===== src/include/iti_cfg.svh =====
// register map, field positions, codes, limits and timing of the timer
`ifndef ITI_CFG_SVH
`define ITI_CFG_SVH

// register byte offsets
`define ITI_OFF_CMD 8'h00
`define ITI_OFF_SETVAL 8'h04
`define ITI_OFF_SUBR 8'h08
`define ITI_OFF_STATUS 8'h0c
`define ITI_OFF_PROGRESS 8'h10
`define ITI_OFF_ELAPSED 8'h14
`define ITI_OFF_IRQ_STAT 8'h18
`define ITI_OFF_IRQ_MASK 8'h1c
`define ITI_OFF_VECTOR 8'h20

// function codes of the interval timer command (three bcd digits)
`define ITI_FN_ONESHOT 12'h000
`define ITI_FN_SCHED 12'h003
`define ITI_FN_READ 12'h006
`define ITI_FN_STOP 12'h010

// accepted operand ranges, bcd
`define ITI_IVL_MIN 16'h0005
`define ITI_IVL_MAX 16'h0320
`define ITI_SUB_MAX 16'h0049
`define ITI_IMM_IVL 16'h0010

// status and interrupt bit positions
`define ITI_ST_RUN 0
`define ITI_ST_SCHED 1
`define ITI_ST_ERR 2
`define ITI_IRQ_EXP 0
`define ITI_IRQ_ERR 1

// reset values
`define ITI_RST_WORD 32'h0000_0000
`define ITI_RST_BCD 16'h0000
`define ITI_RST_IRQ 2'h0

// base tick of 0.1 ms at a clock period of 8 ns
`define ITI_TICK_NS 100000
`define ITI_CLK_NS 8
`define ITI_TICK_CYCLES (`ITI_TICK_NS / `ITI_CLK_NS)

`endif


===== src/include/iti_pkg.sv =====
// types shared by the interval timer files
package iti_pkg;

    typedef enum logic [1:0] {
        ITI_IDLE,
        ITI_ONESHOT,
        ITI_SCHED
    } iti_state_t;

    typedef struct packed {
        logic [15:0] interval;
        logic [15:0] count;
    } iti_setting_t;

    typedef struct packed {
        logic [18:0] spare;
        logic immediate;
        logic [11:0] code;
    } iti_cmd_t;

    typedef struct packed {
        logic [15:0] elapsed;
        logic [15:0] interval;
        logic [15:0] done;
    } iti_progress_t;

endpackage : iti_pkg


===== src/iti_timer.sv =====
// interval timer with interrupt, apb register slave
`timescale 1ns/1ns
`include "iti_cfg.svh"
module iti_timer #(
    parameter int TICK_CYCLES = `ITI_TICK_CYCLES
) (
    // clock, reset, enable
    input wire logic pclk,
    input wire logic presetn,
    input wire logic clk_en,
    // apb slave
    input wire logic psel,
    input wire logic penable,
    input wire logic pwrite,
    input wire logic [7:0] paddr,
    input wire logic [31:0] pwdata,
    output logic [31:0] prdata,
    output logic pready,
    output logic pslverr,
    // interrupt and subroutine call
    output logic irq,
    output logic call_pulse,
    output logic [15:0] call_number
);

    // registers
    iti_pkg::iti_state_t state;
    iti_pkg::iti_state_t next_state;
    iti_pkg::iti_setting_t setval;
    iti_pkg::iti_progress_t progress;
    logic [15:0] subr;
    logic [15:0] act_count;
    logic [15:0] act_ivl;
    logic [15:0] act_subr;
    logic [15:0] tick_cnt;
    logic [1:0] irq_stat;
    logic [1:0] irq_mask;
    logic cmd_err;
    logic [31:0] rd_mux;

    function automatic logic bcd_ok(input logic [15:0] v);
        logic ok;
        ok = 1'b1;
        for (int i = 0; i < 4; i++) begin
            if (v[4*i +: 4] > 4'h9) begin
                ok = 1'b0;
            end
        end
        return ok;
    endfunction : bcd_ok

    // bus decode
    wire setup_done = psel & penable & ~pready;
    wire xfer = psel & penable & pready;
    wire aligned = (paddr[1:0] == 2'b00);
    wire hit_cmd = aligned & (paddr == `ITI_OFF_CMD);
    wire hit_setval = aligned & (paddr == `ITI_OFF_SETVAL);
    wire hit_subr = aligned & (paddr == `ITI_OFF_SUBR);
    wire hit_status = aligned & (paddr == `ITI_OFF_STATUS);
    wire hit_prog = aligned & (paddr == `ITI_OFF_PROGRESS);
    wire hit_elap = aligned & (paddr == `ITI_OFF_ELAPSED);
    wire hit_istat = aligned & (paddr == `ITI_OFF_IRQ_STAT);
    wire hit_imask = aligned & (paddr == `ITI_OFF_IRQ_MASK);
    wire hit_vector = aligned & (paddr == `ITI_OFF_VECTOR);
    wire hit_any = hit_cmd | hit_setval | hit_subr | hit_status |
                   hit_prog | hit_elap | hit_istat | hit_imask |
                   hit_vector;
    wire wr = xfer & pwrite;
    wire wr_cmd = wr & hit_cmd;
    wire wr_setval = wr & hit_setval;
    wire wr_subr = wr & hit_subr;
    wire wr_istat = wr & hit_istat;
    wire wr_imask = wr & hit_imask;

    // command decode
    iti_pkg::iti_cmd_t cmd;
    assign cmd = iti_pkg::iti_cmd_t'(pwdata);
    wire fn_oneshot = (cmd.code == `ITI_FN_ONESHOT);
    wire fn_sched = (cmd.code == `ITI_FN_SCHED);
    wire fn_read = (cmd.code == `ITI_FN_READ);
    wire fn_stop = (cmd.code == `ITI_FN_STOP);
    wire fn_start = fn_oneshot | fn_sched;

    // operand checks
    wire count_ok = bcd_ok(setval.count);
    wire ivl_ok = bcd_ok(setval.interval) &
                  (setval.interval >= `ITI_IVL_MIN) &
                  (setval.interval <= `ITI_IVL_MAX);
    wire subr_ok = bcd_ok(subr) & (subr <= `ITI_SUB_MAX);
    wire args_ok = count_ok & subr_ok & (cmd.immediate | ivl_ok);
    wire start_cmd = wr_cmd & fn_start & args_ok;
    wire stop_cmd = wr_cmd & fn_stop;
    wire read_cmd = wr_cmd & fn_read;
    wire bad_cmd = wr_cmd & ~(fn_read | fn_stop | (fn_start & args_ok));
    wire [15:0] start_ivl = cmd.immediate ? `ITI_IMM_IVL
                                          : setval.interval;
    wire running = (state != iti_pkg::ITI_IDLE);

    // base tick, restarted with every start
    wire tick_last = (tick_cnt == 16'(TICK_CYCLES - 1));
    wire tick = running & tick_last;
    wire [15:0] next_tick_cnt = (start_cmd | !running | tick_last) ?
                                16'h0000 : tick_cnt + 16'h0001;

    // counters
    wire [15:0] present_count;
    wire [15:0] done_count;
    wire [15:0] elapsed;
    wire [15:0] elapsed_stepped;
    wire dec_evt = tick & (elapsed_stepped == act_ivl);
    wire at_end = (present_count == 16'h0001) |
                  (present_count == 16'h0000);
    wire expire = dec_evt & at_end & ~start_cmd & ~stop_cmd;
    wire reload = expire & (state == iti_pkg::ITI_SCHED);
    wire count_clear = stop_cmd | (expire & ~reload);
    wire restart = start_cmd | reload;

    iti_bcd_cnt #(
        .DOWN(1'b1)
    ) u_present (
        .pclk(pclk),
        .presetn(presetn),
        .clk_en(clk_en),
        .clear(count_clear),
        .load(restart),
        .step(dec_evt & ~expire),
        .load_value(start_cmd ? setval.count : act_count),
        .value(present_count),
        .stepped()
    );

    iti_bcd_cnt #(
        .DOWN(1'b0)
    ) u_done (
        .pclk(pclk),
        .presetn(presetn),
        .clk_en(clk_en),
        .clear(count_clear | restart),
        .load(1'b0),
        .step(dec_evt),
        .load_value(16'h0000),
        .value(done_count),
        .stepped()
    );

    iti_bcd_cnt #(
        .DOWN(1'b0)
    ) u_elapsed (
        .pclk(pclk),
        .presetn(presetn),
        .clk_en(clk_en),
        .clear(stop_cmd | start_cmd | dec_evt),
        .load(1'b0),
        .step(tick),
        .load_value(16'h0000),
        .value(elapsed),
        .stepped(elapsed_stepped)
    );

    // mode control
    always_comb begin
        next_state = state;
        case (state)
            iti_pkg::ITI_IDLE: begin
                if (start_cmd) begin
                    next_state = fn_sched ? iti_pkg::ITI_SCHED
                                          : iti_pkg::ITI_ONESHOT;
                end
            end
            iti_pkg::ITI_ONESHOT: begin
                if (stop_cmd) begin
                    next_state = iti_pkg::ITI_IDLE;
                end else if (start_cmd) begin
                    next_state = fn_sched ? iti_pkg::ITI_SCHED
                                          : iti_pkg::ITI_ONESHOT;
                end else if (expire) begin
                    next_state = iti_pkg::ITI_IDLE;
                end
            end
            iti_pkg::ITI_SCHED: begin
                if (stop_cmd) begin
                    next_state = iti_pkg::ITI_IDLE;
                end else if (start_cmd) begin
                    next_state = fn_sched ? iti_pkg::ITI_SCHED
                                          : iti_pkg::ITI_ONESHOT;
                end
            end
            default: begin
                next_state = iti_pkg::ITI_IDLE;
            end
        endcase
    end

    // progress snapshot, zero when stopped
    iti_pkg::iti_progress_t next_progress;
    assign next_progress.done = running ? done_count
                                        : `ITI_RST_BCD;
    assign next_progress.interval = running ? act_ivl
                                            : `ITI_RST_BCD;
    assign next_progress.elapsed = running ? elapsed
                                           : `ITI_RST_BCD;

    // interrupt status, a new event wins over its clear
    wire [1:0] irq_evt;
    assign irq_evt[`ITI_IRQ_EXP] = expire;
    assign irq_evt[`ITI_IRQ_ERR] = bad_cmd;
    wire [1:0] irq_clr = wr_istat ? pwdata[1:0] : 2'b00;
    wire [1:0] next_irq_stat = (irq_stat & ~irq_clr) | irq_evt;
    wire [1:0] next_irq_mask = wr_imask ? pwdata[1:0] : irq_mask;
    wire next_irq = |(next_irq_stat & next_irq_mask);

    // read data
    always_comb begin
        rd_mux = `ITI_RST_WORD;
        if (hit_setval) begin
            rd_mux = setval;
        end else if (hit_subr) begin
            rd_mux = {16'h0000, subr};
        end else if (hit_status) begin
            rd_mux[`ITI_ST_RUN] = running;
            rd_mux[`ITI_ST_SCHED] = (state == iti_pkg::ITI_SCHED);
            rd_mux[`ITI_ST_ERR] = cmd_err;
        end else if (hit_prog) begin
            rd_mux = {progress.interval, progress.done};
        end else if (hit_elap) begin
            rd_mux = {16'h0000, progress.elapsed};
        end else if (hit_istat) begin
            rd_mux = {30'h0000_0000, irq_stat};
        end else if (hit_imask) begin
            rd_mux = {30'h0000_0000, irq_mask};
        end else if (hit_vector) begin
            rd_mux = {16'h0000, act_subr};
        end
    end

    // bus answer, one wait state
    always_ff @(posedge pclk or negedge presetn) begin
        if (!presetn) begin
            pready <= 1'b0;
            pslverr <= 1'b0;
            prdata <= `ITI_RST_WORD;
        end else if (clk_en) begin
            pready <= setup_done;
            pslverr <= setup_done & ~hit_any;
            prdata <= (setup_done & ~pwrite) ? rd_mux : `ITI_RST_WORD;
        end
    end

    // software settings
    always_ff @(posedge pclk or negedge presetn) begin
        if (!presetn) begin
            setval <= `ITI_RST_WORD;
            subr <= `ITI_RST_BCD;
            irq_mask <= `ITI_RST_IRQ;
            irq_stat <= `ITI_RST_IRQ;
        end else if (clk_en) begin
            if (wr_setval) begin
                setval <= pwdata;
            end
            if (wr_subr) begin
                subr <= pwdata[15:0];
            end
            irq_mask <= next_irq_mask;
            irq_stat <= next_irq_stat;
        end
    end

    // active timing values, captured at start
    always_ff @(posedge pclk or negedge presetn) begin
        if (!presetn) begin
            state <= iti_pkg::ITI_IDLE;
            act_count <= `ITI_RST_BCD;
            act_ivl <= `ITI_RST_BCD;
            act_subr <= `ITI_RST_BCD;
            tick_cnt <= 16'h0000;
        end else if (clk_en) begin
            state <= next_state;
            tick_cnt <= next_tick_cnt;
            if (start_cmd) begin
                act_count <= setval.count;
                act_ivl <= start_ivl;
                act_subr <= subr;
            end
        end
    end

    // progress read and command error flag
    always_ff @(posedge pclk or negedge presetn) begin
        if (!presetn) begin
            progress <= '0;
            cmd_err <= 1'b0;
        end else if (clk_en) begin
            if (read_cmd) begin
                progress <= next_progress;
            end
            if (wr_cmd) begin
                cmd_err <= bad_cmd;
            end
        end
    end

    // interrupt and subroutine call outputs
    always_ff @(posedge pclk or negedge presetn) begin
        if (!presetn) begin
            irq <= 1'b0;
            call_pulse <= 1'b0;
            call_number <= `ITI_RST_BCD;
        end else if (clk_en) begin
            irq <= next_irq;
            call_pulse <= expire;
            if (expire) begin
                call_number <= act_subr;
            end
        end
    end

endmodule : iti_timer


===== src/iti_bcd_cnt.sv =====
// four digit bcd counter, counting up or down, with clear and load
`timescale 1ns/1ns
module iti_bcd_cnt #(
    parameter bit DOWN = 1'b0
) (
    // clock, reset, enable
    input wire logic pclk,
    input wire logic presetn,
    input wire logic clk_en,
    // control, clear wins over load, load over step
    input wire logic clear,
    input wire logic load,
    input wire logic step,
    input wire logic [15:0] load_value,
    // count and its value after one step
    output logic [15:0] value,
    output logic [15:0] stepped
);

    wire [4:0] chain;

    assign chain[0] = 1'b1;

    generate
        for (genvar i = 0; i < 4; i++) begin : g_digit
            wire [3:0] digit = value[4*i +: 4];
            wire wrap = DOWN ? (digit == 4'h0) : (digit == 4'h9);
            wire [3:0] moved = DOWN ? digit - 4'h1 : digit + 4'h1;
            wire [3:0] wrapped = DOWN ? 4'h9 : 4'h0;
            assign chain[i+1] = chain[i] & wrap;
            assign stepped[4*i +: 4] = !chain[i] ? digit :
                                       wrap ? wrapped : moved;
        end
    endgenerate

    always_ff @(posedge pclk or negedge presetn) begin
        if (!presetn) begin
            value <= 16'h0000;
        end else if (clk_en) begin
            if (clear) begin
                value <= 16'h0000;
            end else if (load) begin
                value <= load_value;
            end else if (step) begin
                value <= stepped;
            end
        end
    end

endmodule : iti_bcd_cnt


===== config.mk =====
export PLATFORM = sky130hd
export DESIGN_NAME = iti_timer
export DESIGN_NICKNAME = d
export VERILOG_FILES = /design/src/include/iti_pkg.sv /design/src/iti_timer.sv /design/src/iti_bcd_cnt.sv
export VERILOG_INCLUDE_DIRS = /design/src /design/src/include
export SDC_FILE = /design/constraint.sdc
export NUM_CORES = 1
export LEC_CHECK = 0
export CORE_MARGIN = 4
export CORE_UTILIZATION = 43
export CTS_BUF_LIST = sky130_fd_sc_hd__clkbuf_4
export CTS_CLUSTER_DIAMETER = 30
export CTS_CLUSTER_SIZE = 8
export DETAILED_ROUTE_END_ITERATION = 7
export DONT_BUFFER_PORTS = 1
export GPL_ROUTABILITY_DRIVEN = 0
export HOLD_SLACK_MARGIN = 0.12
export PLACE_DENSITY = 0.57
export SYNTH_ARGS = -nofsm -noshare
export SYNTH_HDL_FRONTEND = slang
export SYNTH_SLANG_ARGS = --single-unit

===== constraint.sdc =====
create_clock -name pclk -period 4.54 [get_ports pclk]
set_clock_uncertainty 0.2 [all_clocks]
set_input_delay 0.454 -clock pclk [delete_from_list [all_inputs] [get_ports pclk]]
set_output_delay 0.454 -clock pclk [all_outputs]
set_load 0.005 [all_outputs]

==> qor.yml <==
cp_top_family: "simple AND/OR/NAND/NOR gates"
cp.arrival_ns: 4.51
routed_wl_um: 39900
timing.slew.headroom_pct: 24.3
grt_antenna_before_repair: 5
status: "finished with violations"
yosys_warnings: 0
synth_seq_cells: 267
synth_cells: 1344
synth_compound_area_share_pct: 17.9
fmax_ghz: 0.245
synth_area_sq_um: 13600
die_h_um: 186
hold_viol: 267
wire_per_inst_um: 21.4
placedCellCount: 1690
grt_pass1_wl_um: 63000
grt_setup_unrepaired: "no"
viasPerCell: 5.81
worstSetupStartpointType: "input port"
clockPowerShare_pct: 50.1
vias: 10849
ir_drop_mv: 0.338
ys_seq_area_share_pct: 49.0
yosys.area_share.simple_pct: 18.3
grt_pass1_vias: 10845
cpPeakStageDelay_ns: 0.57
fin_crit_ns: 4.08
synth_edf_count: 0
maxCapViolations: 0
grt_usage_pct: 23.4
core-area_sq_um: 30900
synth_top_family_by_area: "simple AND/OR/NAND/NOR gates"
synthAdderAreaFrac_pct: 1.38
leakage_nw: 6.81
cts_buffers: 69
critical_path_class: "input port to flop"
hold_ws_ns: -0.751
critPathSlowestCell: "or3_1"
synth_common_cells: "dfrtp_1, nand2_1, o21ai_0"
grt_max_degree: 268
yosysTopAreaCell: "dfrtp_1"
io_pins: 98
antenna_left: 0
drc: 0
nFillCells: 2894
htreeDepth: 3
initial_utilization_pct: 44.1
dieArea_sq_um: 34600
powerDensity_nw_per_um2: 320
total_power_mw: 4.97
synthMuxAreaShare_pct: 8.55
pwr-share-seq_pct: 48.0
critPathCaptureType: "flop"
multi_input_area_sq_um: 6540
post_synth_xor_area_fraction_pct: 1.67
combPwrFrac_pct: 1.9
violations: "negative hold slack"
synthTopCellsByArea: "dfrtp_1, mux2_2, nand2_1"
drive_gt1_share_pct: 18.9
num_rows: 64
path_common_cell: "or3_1"
cts_buffer_depth: 3
area_delta_synth_final_pct: 14.0
async_reset_ff_share_pct: 100
post_cts_resized: 0
crit_fanout: 11
cts.sinks: 267
dieWidth_um: 186
final.setup.tns_ns: 0
synth.distinct_cells: 96
p_int_mw: 3.80
synth_top_cell_area_share_pct: 49.0
fin_crit_sh_pct: 89.8
clkLatencyLatePin_ns: 0.71
swShare_pct: 23.4
min_path_type: "input port to async pin"
final_nets: 1475
port_buffers: 0
path_clk_slew_ns: 0.08
crit_required_ns: 4.97
p_switching_mw: 1.16
drt_iter0_markers: 778
dp_hpwl_um: 26300
crit_buf_inv: 3
synth_nets: 1405
synth_most_common_cell: "dfrtp_1"
postCtsSetupBuffers: 0
regArea_sq_um: 6680
stdcell_count: 1866
cts_root_buf: "clkbuf_4"
globalRouteOverflowTotal: 0
dr.pass1.iters: 5
path_cells: "dlygate4sd3_1, nor2_1, dlygate4sd3_1, buf_4, nand2_1, or3_1, or3_1, and2_1, o32ai_4, o31ai_2, or3_1, o21ai_1"
hold_buffers: 49
setup_viol: 0
syn_avg_cell_area_sq_um: 10.1
tightest_slew_ns: 1.13
cts_tree: "built"
drv_slew: 0
dominantRegCellSynth: "dfrtp_1"
## cells by family (layout without fill, tap and decap cells)
| kind of cell | Yosys count | in the layout |
|---|---|---|
| adder cells (fa/ha/maj) | 15 | 15 |
| buffers and inverters | 95 | 219 |
| AO/OA/AOI/OAI | 357 | 357 |
| flip-flops | 267 | 267 |
| multiplexers | 105 | 105 |
| AND/OR/NAND/NOR | 481 | 481 |
| XOR/XNOR | 24 | 24 |
| other | 0 | 2 |
## sequential cells by signal (all words and copies together) (netlist names), 16 cells and up
signal           count
setval              32
u_done.value        16
act_count           16
progress            48
tick_cnt            16
u_elapsed.value     16
act_ivl             16
act_subr            16
prdata              32
subr                16
call_number         16
u_present.value     16
## area by class of cell
type                       count  area share, %
tap                          396           3.19
clock inverter                47           3.00
clock buffer                  78           3.77
antenna                        2         0.0322
multi-input combinational    982           42.1
inverter                      17          0.410
timing repair buffer          77           4.57
sequential                   267           43.0
## cell usage in the layout, fill, tap and decap left out, types with 6 or more instances in the layout
master / netlist / final
a211oi_1: 8 / 8
a21o_1: 10 / 10
a21oi_1: 40 / 40
a22oi_1: 41 / 41
a31oi_1: 6 / 6
and2_1: 19 / 19
and3_1: 7 / 7
buf_4: 4 / 28
bufinv_16: 0 / 9
clkbuf_4: 0 / 78
clkinv_1: 0 / 15
clkinv_2: 0 / 9
clkinvlp_4: 0 / 10
dfrtp_1: 267 / 267
dlygate4sd3_1: 0 / 48
ha_1: 15 / 15
inv_1: 17 / 16
mux2_2: 92 / 92
mux2i_1: 13 / 13
nand2_1: 204 / 204
nand2b_1: 17 / 17
nand3_1: 27 / 27
nand3b_1: 9 / 9
nand4_1: 13 / 13
nor2_1: 68 / 66
nor2b_1: 10 / 10
nor3_1: 19 / 19
nor4_1: 19 / 17
o21ai_0: 137 / 136
o21ai_1: 6 / 7
o2bb2ai_1: 33 / 33
o31ai_1: 18 / 18
or2_2: 6 / 6
or3_1: 11 / 11
or4_1: 7 / 7
xnor2_1: 10 / 10
xor2_1: 13 / 13
## worst reg2reg max path, delay by kind of cell (launching register included)
| kind | cells | cell delay (ns) |
|---|---|---|
| AOI/OAI and AO/OA | 5 | 1.77 |
| and+or+nand+nor | 3 | 0.66 |
| adders and majority gates | 1 | 0.31 |
| xor gates and xnor gates | 1 | 0.22 |
| DFF | 1 | 0.51 |
| buffers and inverters | 1 | 0.31 |
## metal layers
metal | GRT usage (%) | routed length [um]
met2 | 36.1 | 18000
met5 | 0 | 13
met3 | 5.43 | 2830
met1 | 32.3 | 17800
met4 | 9.01 | 1320
## through the flow
step | setup slack (ns) | hold WS [ns] | cell area (sq um) | utilization [%]
final | 0.461 | -0.751 | 15500 | 50.3
after global routing | 0.260 | -0.829 | 15500 | 50.3
after CTS | 0.532 | -0.826 | 15500 | 50.3
after detailed placement | 0.496 | -0.0292 | 14000 | 45.3
after global placement | 0.599 | -0.0306 | 14000 | 45.3
after floorplan | 1.15 | -0.0416 | 13600 | -
## power groups by stage
stage	registers [mW]	clock network [mW]	logic (mW)
after floorplan	2.43	0	0.0397
final	2.39	2.49	0.0952
after global placement	2.43	0	0.0465
after CTS	2.39	2.56	0.0943
after detailed placement	2.43	0	0.0471
after global routing	2.39	2.70	0.101
## worst paths after layout
check	end	start	cells past startpoint	slack (ns)
max	u_done.value[12]	paddr[0]	12	0.46
min	u_done.value[15]	presetn	0	-0.75
max reg2reg	u_done.value[14]	u_elapsed.value[4]	11	0.46
min reg2reg	progress[43]	progress[43]	2	0.29
max in group asynchronous	setval[17]	presetn	0	4.32
min in group pclk	cmd_err	pwdata[2]	4	0.18
No activity file was read; power rests on OpenSTA's default activity.
